<file path="config.mk">
export PLATFORM = sky130hd
export DESIGN_NAME = hms_host
export DESIGN_NICKNAME = d
export VERILOG_FILES = /design/src/include/hms_pkg.sv /design/src/verilog/hms_host.sv
export SDC_FILE = /design/constraint.sdc
export NUM_CORES = 1
export LEC_CHECK = 0
export ABC_CLOCK_PERIOD_IN_PS = 2800
export BUFFER_PORTS_ARGS = -buffer_cell sky130_fd_sc_hd__buf_2
export CAP_MARGIN = 30
export CORE_MARGIN = 2
export CORE_UTILIZATION = 30
export CTS_CLUSTER_DIAMETER = 100
export DETAILED_ROUTE_END_ITERATION = 7
export PLACE_DENSITY = 0.57
export SETUP_SLACK_MARGIN = 0.1
export SYNTH_ARGS = -nofsm -noshare
export SYNTH_HDL_FRONTEND = slang
export SYNTH_SLANG_ARGS = --single-unit
export TNS_END_PERCENT = 50
</file>
<file path="constraint.sdc">
create_clock -name i_clk -period 2.8 [get_ports i_clk]
set_input_delay 0.56 -clock i_clk [delete_from_list [all_inputs] [get_ports i_clk]]
set_output_delay 0.56 -clock i_clk [all_outputs]
set_load 0.05 [all_outputs]
</file>
<file path="src/include/hms_pkg.sv">
// Constants and carrier types for the host-side management serial controller.
// Notes on behaviour
// - The SPI master keeps the serial clock low whenever no operation runs.
// - An SPI operation spans chip select low, from its fall to its rise.
// - One SPI access is 27 command/address bits, 5 turnaround bits, 8 data bits.
// - Every SPI command, address and data field goes most significant bit first.
// - Inputs are sampled on rising serial clock, outputs change on falling edges.
// - SPI command 011 reads, 010 writes, followed by the address bits.
// - Two-wire transfers carry a 16-bit register address then 8-bit data.
// - Host never uses MDC/MDIO while in-band register access is active; the code checks this only when a request is taken, so a running frame goes on.
// - The management clock never runs faster than 5 MHz.
// - MDIO frame: 32 ones, 01, opcode, PHY and register address, turnaround, data.
package hms_pkg;

  // Mode codes of the management port.
  localparam logic [1:0] HMS_MODE_SPI = 2'h0;
  localparam logic [1:0] HMS_MODE_TWI = 2'h1;
  localparam logic [1:0] HMS_MODE_MDIO = 2'h2;

  // Clock rate and the shortest legal half period of the serial clock.
  localparam int HMS_CLK_HZ = 250_000_000;
  localparam int HMS_SER_MAX_HZ = 5_000_000;
  localparam int HMS_HALF_CYC = (HMS_CLK_HZ + 2 * HMS_SER_MAX_HZ - 1) /
                                (2 * HMS_SER_MAX_HZ);

  // SPI field codes and lengths.
  localparam logic [2:0] HMS_SPI_CMD_RD = 3'h3;
  localparam logic [2:0] HMS_SPI_CMD_WR = 3'h2;
  localparam logic [7:0] HMS_SPI_ADDR_HI = 8'h00;
  localparam logic [4:0] HMS_SPI_TA = 5'h00;
  localparam logic [6:0] HMS_SPI_BITS = 7'h28;

  // Two-wire slave address and frame lengths.
  localparam logic [6:0] HMS_TWI_ADDR = 7'h5F;
  localparam logic [6:0] HMS_TWI_WR_BITS = 7'h24;
  localparam logic [6:0] HMS_TWI_RD1_BITS = 7'h1B;
  localparam logic [6:0] HMS_TWI_RD2_BITS = 7'h12;

  // MDIO frame fields.
  localparam logic [31:0] HMS_MDIO_PRE = 32'hFFFF_FFFF;
  localparam logic [1:0] HMS_MDIO_ST = 2'h1;
  localparam logic [1:0] HMS_MDIO_OP_RD = 2'h2;
  localparam logic [1:0] HMS_MDIO_OP_WR = 2'h1;
  localparam logic [1:0] HMS_MDIO_TA_WR = 2'h2;
  localparam logic [4:0] HMS_MDIO_PHY_MIN = 5'h01;
  localparam logic [4:0] HMS_MDIO_PHY_MAX = 5'h05;
  localparam logic [6:0] HMS_MDIO_BITS = 7'h40;

  // One register access request.
  typedef struct packed {
    logic [1:0] mode;
    logic write;
    logic [15:0] addr;
    logic [15:0] wdata;
  } hms_req_t;

  // The answer to one request.
  typedef struct packed {
    logic err;
    logic [15:0] rdata;
  } hms_rsp_t;

endpackage : hms_pkg

</file>
<file path="src/verilog/hms_host.sv">
// Host-side controller driving the management port over SPI, two-wire or MDIO.
`timescale 1ns/1ps
`default_nettype none
module hms_host import hms_pkg::*; #(
  parameter int HALF_CYC = HMS_HALF_CYC
) (
  // Clock, reset and clock enable.
  input wire logic i_clk,
  input wire logic i_sys_rst,
  input wire logic i_ce,
  // Request and answer port.
  input wire logic i_req_valid,
  input wire hms_req_t i_req,
  input wire logic i_inband_active,
  output logic o_req_ready,
  output logic o_rsp_valid,
  output hms_rsp_t o_rsp,
  // SPI pins.
  output logic o_spi_sclk,
  output logic o_spi_chip_select_n,
  output logic o_serial_in_line,
  input wire logic i_serial_out_line,
  // Two-wire pins, both open-drain.
  output logic o_twi_scl_o,
  output logic o_twi_scl_oe,
  output logic o_twi_sda_o,
  output logic o_twi_sda_oe,
  input wire logic i_twi_sda_i,
  // MDIO pins.
  output logic o_mdc,
  output logic o_mdio_o,
  output logic o_mdio_oe,
  input wire logic i_mdio_i
);

  // The serial clock must never beat faster than the slowest device allows.
  if (HALF_CYC < HMS_HALF_CYC) begin : g_half_chk
    $error("HALF_CYC too small for the management clock limit");
  end

  typedef enum logic [6:0] {
    ST_IDLE = 7'b0000001,
    ST_START = 7'b0000010,
    ST_LOW = 7'b0000100,
    ST_HIGH = 7'b0001000,
    ST_RESTART = 7'b0010000,
    ST_STOP = 7'b0100000,
    ST_DONE = 7'b1000000
  } hms_state_t;
  localparam int CW = $clog2(HALF_CYC + 1);

  hms_state_t state;
  hms_req_t req;
  logic [CW-1:0] div;
  logic [63:0] tx, rel, chk;
  logic [6:0] left;
  logic [15:0] rx;
  logic [2:0] sync_a, sync_b;
  logic tick, sub, seg2, err, clk_lvl, dat, den, cs_n, sin, bad_req;

  // Two-flop synchronisers for the three returning data pins.
  always_ff @(posedge i_clk) begin
    if (i_sys_rst) begin
      sync_a <= 3'h7;
      sync_b <= 3'h7;
    end else if (i_ce) begin
      sync_a <= {i_mdio_i, i_twi_sda_i, i_serial_out_line};
      sync_b <= sync_a;
    end
  end

  // The data line of the active mode, seen only after synchronising.
  always_comb begin
    case (req.mode)
      HMS_MODE_TWI: sin = sync_b[1];
      HMS_MODE_MDIO: sin = sync_b[2];
      default: sin = sync_b[0];
    endcase
  end

  // MDIO is withheld during in-band access and for PHYs outside 1 to 5.
  assign bad_req = (i_req.mode == HMS_MODE_MDIO) &&
                   (i_inband_active ||
                    i_req.addr[9:5] < HMS_MDIO_PHY_MIN ||
                    i_req.addr[9:5] > HMS_MDIO_PHY_MAX);

  // Half-period divider; it runs only while a transfer is under way.
  always_ff @(posedge i_clk) begin
    if (i_sys_rst) begin
      div <= '0;
      tick <= 1'b0;
    end else if (i_ce) begin
      tick <= 1'b0;
      if (state == ST_IDLE || state == ST_DONE) begin
        div <= '0;
      end else if (div == CW'(HALF_CYC - 1)) begin
        div <= '0;
        tick <= 1'b1;
      end else begin
        div <= div + 1'b1;
      end
    end
  end

  // Frame sequencer: every bit is driven in the low half, sampled in the high.
  always_ff @(posedge i_clk) begin
    if (i_sys_rst) begin
      state <= ST_IDLE;
      req <= '0;
      tx <= '0;
      rel <= '0;
      chk <= '0;
      left <= '0;
      rx <= '0;
      sub <= 1'b0;
      seg2 <= 1'b0;
      err <= 1'b0;
      clk_lvl <= 1'b0;
      dat <= 1'b1;
      den <= 1'b0;
      cs_n <= 1'b1;
      o_req_ready <= 1'b0;
      o_rsp_valid <= 1'b0;
      o_rsp <= '0;
    end else if (i_ce) begin
      o_rsp_valid <= 1'b0;
      case (state)
        ST_IDLE: begin
          o_req_ready <= 1'b1;
          clk_lvl <= 1'b0;
          if (i_req_valid && o_req_ready) begin
            o_req_ready <= 1'b0;
            req <= i_req;
            err <= 1'b0;
            sub <= 1'b0;
            seg2 <= 1'b0;
            rx <= '0;
            if (bad_req) begin
              err <= 1'b1;
              state <= ST_DONE;
            end else begin
              state <= ST_START;
              case (i_req.mode)
                HMS_MODE_TWI: begin
                  // Start condition: data falls while the clock is high.
                  clk_lvl <= 1'b1;
                  dat <= 1'b0;
                  den <= 1'b1;
                  tx <= {HMS_TWI_ADDR, 1'b0, 1'b1, i_req.addr[15:8], 1'b1,
                         i_req.addr[7:0], 1'b1,
                         i_req.write ? i_req.wdata[7:0] : 8'hFF, 1'b1,
                         28'h0};
                  chk <= {8'h0, 1'b1, 8'h0, 1'b1, 8'h0, 1'b1, 8'h0,
                          i_req.write, 28'h0};
                  rel <= {8'h0, 1'b1, 8'h0, 1'b1, 8'h0, 1'b1, 8'h0, 1'b1,
                          28'h0};
                  left <= i_req.write ? HMS_TWI_WR_BITS : HMS_TWI_RD1_BITS;
                end
                HMS_MODE_MDIO: begin
                  tx <= {HMS_MDIO_PRE, HMS_MDIO_ST,
                         i_req.write ? HMS_MDIO_OP_WR : HMS_MDIO_OP_RD,
                         i_req.addr[9:5], i_req.addr[4:0],
                         i_req.write ? HMS_MDIO_TA_WR : 2'h3,
                         i_req.write ? i_req.wdata : 16'hFFFF};
                  rel <= {46'h0, {18{~i_req.write}}};
                  chk <= '0;
                  left <= HMS_MDIO_BITS;
                end
                default: begin
                  cs_n <= 1'b0;
                  tx <= {i_req.write ? HMS_SPI_CMD_WR : HMS_SPI_CMD_RD,
                         HMS_SPI_ADDR_HI, i_req.addr, HMS_SPI_TA,
                         i_req.write ? i_req.wdata[7:0] : 8'h00,
                         24'h0};
                  rel <= '0;
                  chk <= '0;
                  left <= HMS_SPI_BITS;
                end
              endcase
            end
          end
        end
        ST_START: begin
          if (tick) begin
            clk_lvl <= 1'b0;
            dat <= tx[63];
            den <= ~rel[63];
            state <= ST_LOW;
          end
        end
        ST_LOW: begin
          if (tick) begin
            clk_lvl <= 1'b1;
            state <= ST_HIGH;
          end
        end
        ST_HIGH: begin
          if (tick) begin
            // Sample late in the high half, where the far end's bit is settled.
            rx <= {rx[14:0], sin};
            if (chk[63] && sin) begin
              err <= 1'b1;
            end
            tx <= {tx[62:0], 1'b0};
            rel <= {rel[62:0], 1'b0};
            chk <= {chk[62:0], 1'b0};
            left <= left - 1'b1;
            clk_lvl <= 1'b0;
            if (left == 7'h01) begin
              sub <= 1'b0;
              if (req.mode == HMS_MODE_TWI && !req.write && !seg2) begin
                dat <= 1'b1;
                den <= 1'b0;
                state <= ST_RESTART;
              end else begin
                dat <= (req.mode != HMS_MODE_TWI);
                den <= (req.mode == HMS_MODE_TWI);
                state <= ST_STOP;
              end
            end else begin
              dat <= tx[62];
              den <= ~rel[62];
              state <= ST_LOW;
            end
          end
        end
        ST_RESTART: begin
          // Repeated start before the read half of a two-wire access.
          if (tick) begin
            sub <= 1'b1;
            clk_lvl <= 1'b1;
            if (sub) begin
              dat <= 1'b0;
              den <= 1'b1;
              seg2 <= 1'b1;
              tx <= {HMS_TWI_ADDR, 1'b1, 1'b1, 8'hFF, 1'b1, 46'h0};
              rel <= {8'h0, 1'b1, 9'h1FF, 46'h0};
              chk <= {8'h0, 1'b1, 55'h0};
              left <= HMS_TWI_RD2_BITS;
              state <= ST_START;
            end
          end
        end
        ST_STOP: begin
          if (tick) begin
            sub <= 1'b1;
            clk_lvl <= (req.mode == HMS_MODE_TWI);
            if (sub) begin
              dat <= 1'b1;
              den <= 1'b0;
              cs_n <= 1'b1;
              state <= ST_DONE;
            end
          end
        end
        ST_DONE: begin
          o_rsp_valid <= 1'b1;
          o_rsp.err <= err;
          if (req.write || err) begin
            o_rsp.rdata <= 16'h0000;
          end else if (req.mode == HMS_MODE_MDIO) begin
            o_rsp.rdata <= rx;
          end else if (req.mode == HMS_MODE_TWI) begin
            o_rsp.rdata <= {8'h00, rx[8:1]};
          end else begin
            o_rsp.rdata <= {8'h00, rx[7:0]};
          end
          state <= ST_IDLE;
        end
        default: begin
          state <= ST_IDLE;
        end
      endcase
    end
  end

  // Pin flops; an idle mode leaves its lines released, clocks low.
  always_ff @(posedge i_clk) begin
    if (i_sys_rst) begin
      {o_spi_sclk, o_serial_in_line, o_mdc, o_mdio_oe} <= 4'h0;
      {o_twi_scl_o, o_twi_scl_oe, o_twi_sda_o, o_twi_sda_oe} <= 4'h0;
      {o_spi_chip_select_n, o_mdio_o} <= 2'h3;
    end else if (i_ce) begin
      o_spi_sclk <= (req.mode == HMS_MODE_SPI) && clk_lvl;
      o_spi_chip_select_n <= cs_n;
      o_serial_in_line <= (req.mode == HMS_MODE_SPI) && den && dat;
      o_twi_scl_oe <= (req.mode == HMS_MODE_TWI) && !clk_lvl &&
                      (state != ST_IDLE) && (state != ST_DONE);
      o_twi_sda_oe <= (req.mode == HMS_MODE_TWI) && den && !dat;
      o_mdc <= (req.mode == HMS_MODE_MDIO) && clk_lvl;
      o_mdio_o <= dat;
      o_mdio_oe <= (req.mode == HMS_MODE_MDIO) && den;
    end
  end

endmodule : hms_host
`default_nettype wire

</file>
# ---- Yosys cells after proc, flatten, opt, wreduce, memory -nomap -nowiden
# Index checks and enable logic that the tools add are counted.
dict set report word_totals {
  reg_bits 271
  latchBits 0
  ramBits 0
  rom_bits 0
  inputBits 43
  output_inout_bits 29
  elab_cells 218
  mem_count 0
}
dict set report classes {
  add_sub_neg 2
  multipliers 0
  n_div 0
  magnitude_cmp 2
  n_eq_ne 32
  n_shift 0
  n_mux 101
  bitwise 3
  n_reduce_logical 47
}
# op n
set op_table {}
lappend op_table {{$mux W64} 15}
lappend op_table {{$pmux W64 S3} 3}
lappend op_table {{$pmux W64 S2} 1}
lappend op_table {{$pmux W56 S2} 1}
lappend op_table {{$mux W7} 15}
lappend op_table {{$mux W16} 5}
lappend op_table {{$mux W56} 1}
lappend op_table {{$pmux W7 S6} 1}
lappend op_table {{$mux W1} 40}
lappend op_table {{$pmux W16 S2} 1}
lappend op_table {{$mux W8} 3}
lappend op_table {{$ne A2 B2 Y1 const B} 11}
lappend op_table {{$pmux W7 S3} 1}
lappend op_table {{$logic_and A1 B1 Y1} 15}
lappend op_table {{$reduce_and A5 Y1} 3}
lappend op_table {{$eq A7 B1 Y1 const B} 2}
lappend op_table {{$pmux W7 S2} 1}
lappend op_table {{$reduce_and A7 Y1} 2}
lappend op_table {{$mux W6} 2}
lappend op_table {{$ne A2 B1 Y1 const B} 6}
lappend op_table {{$reduce_and A11 Y1} 1}
lappend op_table {{$mux W5} 2}
lappend op_table {{$pmux W1 S5} 2}
lappend op_table {{$reduce_and A9 Y1} 1}
lappend op_table {{other kinds (32)} 52}

# ---- Longest topological paths before layout
dict set report logic_depth {
  word_depth 7
  mapped_depth 9
  depth_no_buf 7
}

# ---- Worst setup path before layout
# Ideal clock, no wire load.
dict set report synth_timing {
  path_type {register to register}
  start {register o_req_ready}
  end {register tx[18]}
  setup_ns 0.137
  arrival_ns 2.260
  required_time_ns 2.663
  setup_slack_ns 0.402
  stages_incl_launch_ff 9
  n_path_buf 4
  synth_period_minus_slack_ns 2.398
  path_cell_list {dfxtp_1 -> and2_1 -> clkbuf_1 -> o31a_1 -> clkbuf_1 -> and3_1 -> clkbuf_1 -> clkbuf_1 -> a211oi_1}
}
dict set report synth_between {
  elab_chain_len 3
}
# item line_no
set synth_rtl {}
lappend synth_rtl {{start: declaration} hms_host.sv:15} ;# output logic o_req_ready,
lappend synth_rtl {{start signal: assignment} hms_host.sv:122} ;# o_req_ready <= 1'b0;
lappend synth_rtl {{start signal: assignment} hms_host.sv:129} ;# o_req_ready <= 1'b1;
lappend synth_rtl {{start signal: assignment} hms_host.sv:132} ;# o_req_ready <= 1'b0;
lappend synth_rtl {{$logic_and A1 B1 Y1} hms_host.sv:131} ;# if (i_req_valid && o_req_ready) begin
lappend synth_rtl {{$ne A2 B1 Y1 (no line)} -}
lappend synth_rtl {{$reduce_and A7 Y1 (no line)} -}
lappend synth_rtl {{end signal: assignment} hms_host.sv:149} ;# tx <= {HMS_TWI_ADDR, 1'b0, 1'b1, i_req.addr[15:8], 1'b1,
lappend synth_rtl {{end signal: assignment} hms_host.sv:160} ;# tx <= {HMS_MDIO_PRE, HMS_MDIO_ST,
lappend synth_rtl {{end signal: assignment} hms_host.sv:171} ;# tx <= {i_req.write ? HMS_SPI_CMD_WR : HMS_SPI_CMD_RD,
lappend synth_rtl {{end: declaration} hms_host.sv:55} ;# logic [63:0] tx, rel, chk;
# No other way between the ends.
# A chain may end at the register's enable or synchronous reset.

# ---- Worst setup path in the final report
dict set report layout_timing {
  start {register state[4]}
  end {register tx[61]}
}
dict set report layout_between {
  elab_chain_len 3
  elab_cells_between_ends 11
  cone_classes {eq/ne (8); mux (1); reduce/logical (2)}
}
# item line_no
set layout_rtl {}
lappend layout_rtl {{start: declaration} hms_host.sv:52} ;# hms_state_t state;
lappend layout_rtl {{start signal: assignment} hms_host.sv:108} ;# state <= ST_IDLE;
lappend layout_rtl {{start signal: assignment} hms_host.sv:140} ;# state <= ST_DONE;
lappend layout_rtl {{start signal: assignment} hms_host.sv:142} ;# state <= ST_START;
lappend layout_rtl {{$eq A7 B1 Y1, or another cell as far along} hms_host.sv:127} ;# case (state)
lappend layout_rtl {{$ne A2 B2 Y1 (no line), or another cell as far along} -}
lappend layout_rtl {{$reduce_and A7 Y1 (no line)} -}
# Parallel ways exist; a longest one is shown, timed or not.

==> flow_metrics.tcl <==
set metrics [dict create \
    status "complete, no violations" \
    finalSetupViolations 0 \
    synthToLayoutAreaGrowth_pct 18.0 \
    synth_area_leaders "dfxtp_1, a21oi_1, a211oi_1" \
    dr.pass1.iters 5 \
    first_iter_violations 984 \
    drtAntennaViolNets 0 \
    ys_ff_latch 243 \
    routed_via_density 5.65 \
    netlist_area_mm2 0.0113 \
    grt_pass1_wl_um 53600 \
    period_share_pct 89.4 \
    clk_pin_slew_ns 0.07 \
    synth.distinct_cells 74 \
    wirelength_um 32700 \
    crit_required_ns 3.27 \
    power_density_mw_per_mm2 1040 \
    slew_headroom_pct 25.0 \
    avgRoutedWirePerCell_um 17.2 \
    peakVddDrop_v 0.000726 \
    final_common_cell "dfxtp_1" \
    yosys.area.top_type_share_pct 43.0 \
    dp_hpwl_um 19700 \
    die_y_um 198 \
    slew_viol_final 0 \
    worstMarginPinSlew_ns 1.13 \
    port_buffers 69 \
    core_mm2 0.0374 \
    overflow 0 \
    multi_input_area_mm2 0.00581 \
    cp-start-kind "flop" \
    clock_path_buffers 3 \
    ios 72 \
    track_usage_pct 16.3 \
    crit_fanout 14 \
    vias 10724 \
    dpl_cell_area_mm2 0.0124 \
    antenna_cells 0 \
    synth_top_area_cell "dfxtp_1" \
    cts-root-buf "clkbuf_16" \
    ys.warnings.count 0 \
    maxCapViolCount 0 \
    worstSkewPairLatency_ns 0.55 \
    ff_latch_area_mm2 0.00486 \
    cp-end-kind "flop" \
    synthArstFlopShare_pct 0 \
    rsz0062_at_grt "true" \
    total_power_uw 13900 \
    cts_num_sinks 243 \
    fin_area_mm2 0.0133 \
    yosys_most_used_dff "dfxtp_1" \
    postSynthCellCount 1361 \
    htree_levels 1 \
    yosysSeqAreaShare_pct 43.0 \
    p_leak_uw 0.00442 \
    start_util_pct 30.2 \
    hold_class "in2reg" \
    path_class "reg2reg" \
    grt_max_degree 228 \
    nNetsFinal 1420 \
    synth_area_per_cell_um2 8.31 \
    drcViolationCount 0 \
    rows 71 \
    cts_tree "yes" \
    antenna_found_initial 0 \
    first_global_vias 10001 \
    tns_ns 0 \
    die_area_mm2 0.0393 \
    mostFrequentLayoutCells "dfxtp_1, a21oi_1, o21ai_0, a211oi_1, nand4_1" \
    cts_buffers 28 \
    skew_ns 0.0205 \
    min_period_ns 2.50 \
    fmax_ghz 0.399 \
    drive_above_1_share_pct 14.6 \
    fillers 3852 \
    gp_congestion 0.864 \
    hold_ws_ns 0.240 \
    finalHoldViolCount 0 \
    synth_edf_count 0 \
    die_x_um 198 \
    crit_arrival_ns 2.98 \
]
-- power breakdown --
group	total [uW]	internal [uW]	switching [uW]	leakage, uW
clock network	3710	2240	1470	0.000469
registers	4510	4110	402	0.00197
logic	5690	1880	3810	0.00198
total	13900	8230	5680	0.00442
-- synthesized netlist by cell type (3+ instances only) --
cell type / number
dfxtp_1: 243
a21oi_1: 222
clkbuf_1: 124
o21ai_0: 115
a211oi_1: 90
nand4_1: 75
nor2_1: 63
a22oi_1: 45
nand2_1: 43
a31oi_1: 28
nand3_1: 26
buf_1: 24
nor3_1: 23
mux2i_1: 21
nand2b_1: 20
o2111ai_1: 20
inv_1: 19
nor2b_1: 16
a32oi_1: 10
ha_1: 10
xor2_1: 10
a311oi_1: 9
o31ai_1: 9
buf_2: 8
or3_1: 6
a222oi_1: 4
a32o_1: 4
o311ai_0: 4
or4_1: 4
nor4_1: 3
o211ai_1: 3
xnor2_1: 3
-- routing by layer --
layer | track usage [%] | wire length [um]
met2 | 26.2 | 15000
met4 | 4.04 | 583
met5 | 0 | 0
met1 | 22.9 | 15500
met3 | 2.42 | 1710
-- flip-flops by register name (all words and copies together) (netlist names), 5 cells and up --
register / flops
state: 7
o_rsp: 17
div: 5
chk: 36
tx: 64
rel: 64
left: 7
rx: 16
-- what timing repair did --
| action | 4_1_cts | 5_1_grt |
|---|---|---|
| resized for setup | 0 | 1 |
| buffers inserted | 0 | 0 |
| hold buffers | 0 | 0 |
| endpoints found under the setup margin | 0 | 10 |
-- worst max-delay path, stage by stage (launching register included) --
cell	delay, ns
dfxtp_1	0.69
xnor2_1	0.28
or3_1	0.57
and3_4	0.28
or4_1	0.46
a21oi_1	0.15
-- per-stage QoR --
| stage | util (%) | instances | worst slack [ns] |
|---|---|---|---|
| after global placement | 33.1 | 1848 | 0.246 |
| after CTS | 35.7 | 1899 | 0.314 |
| after global routing | 35.7 | 1899 | 0.0905 |
| after floorplan | - | 1362 | 0.402 |
| final | 35.7 | 1899 | 0.296 |
| after detailed placement | 33.1 | 1848 | 0.204 |
-- cell type report --
cell class / instances / share of cell area (%)
Sequential cell: 243 / 36.4
Multi-Input combinational cell: 940 / 43.5
Inverter: 19 / 0.534
Tap cell: 511 / 4.79
Timing Repair Buffer: 135 / 7.56
Clock buffer: 43 / 6.58
Clock inverter: 8 / 0.553
-- path summary, 6_finish.rpt --
kind | from | endpoint | slack (ns) | cells past startpoint
worst min register to register | o_rsp_valid | o_rsp_valid | 0.45 | 2
worst max register to register | state[4] | tx[61] | 0.30 | 5
worst min-delay path | i_serial_out_line | sync_a[0] | 0.24 | 3
worst max-delay path | state[4] | tx[61] | 0.30 | 5
-- cells by family after synthesis --
kind of cell    synth area share (%)
compound gates                  32.7
xor+xnor                        1.01
fa+ha+maj                       1.11
buf+inv                         6.23
flops                           43.0
mux                             1.96
other cells                   0.0332
simple gates                    14.0
No activity file was read; power rests on OpenSTA's default activity.
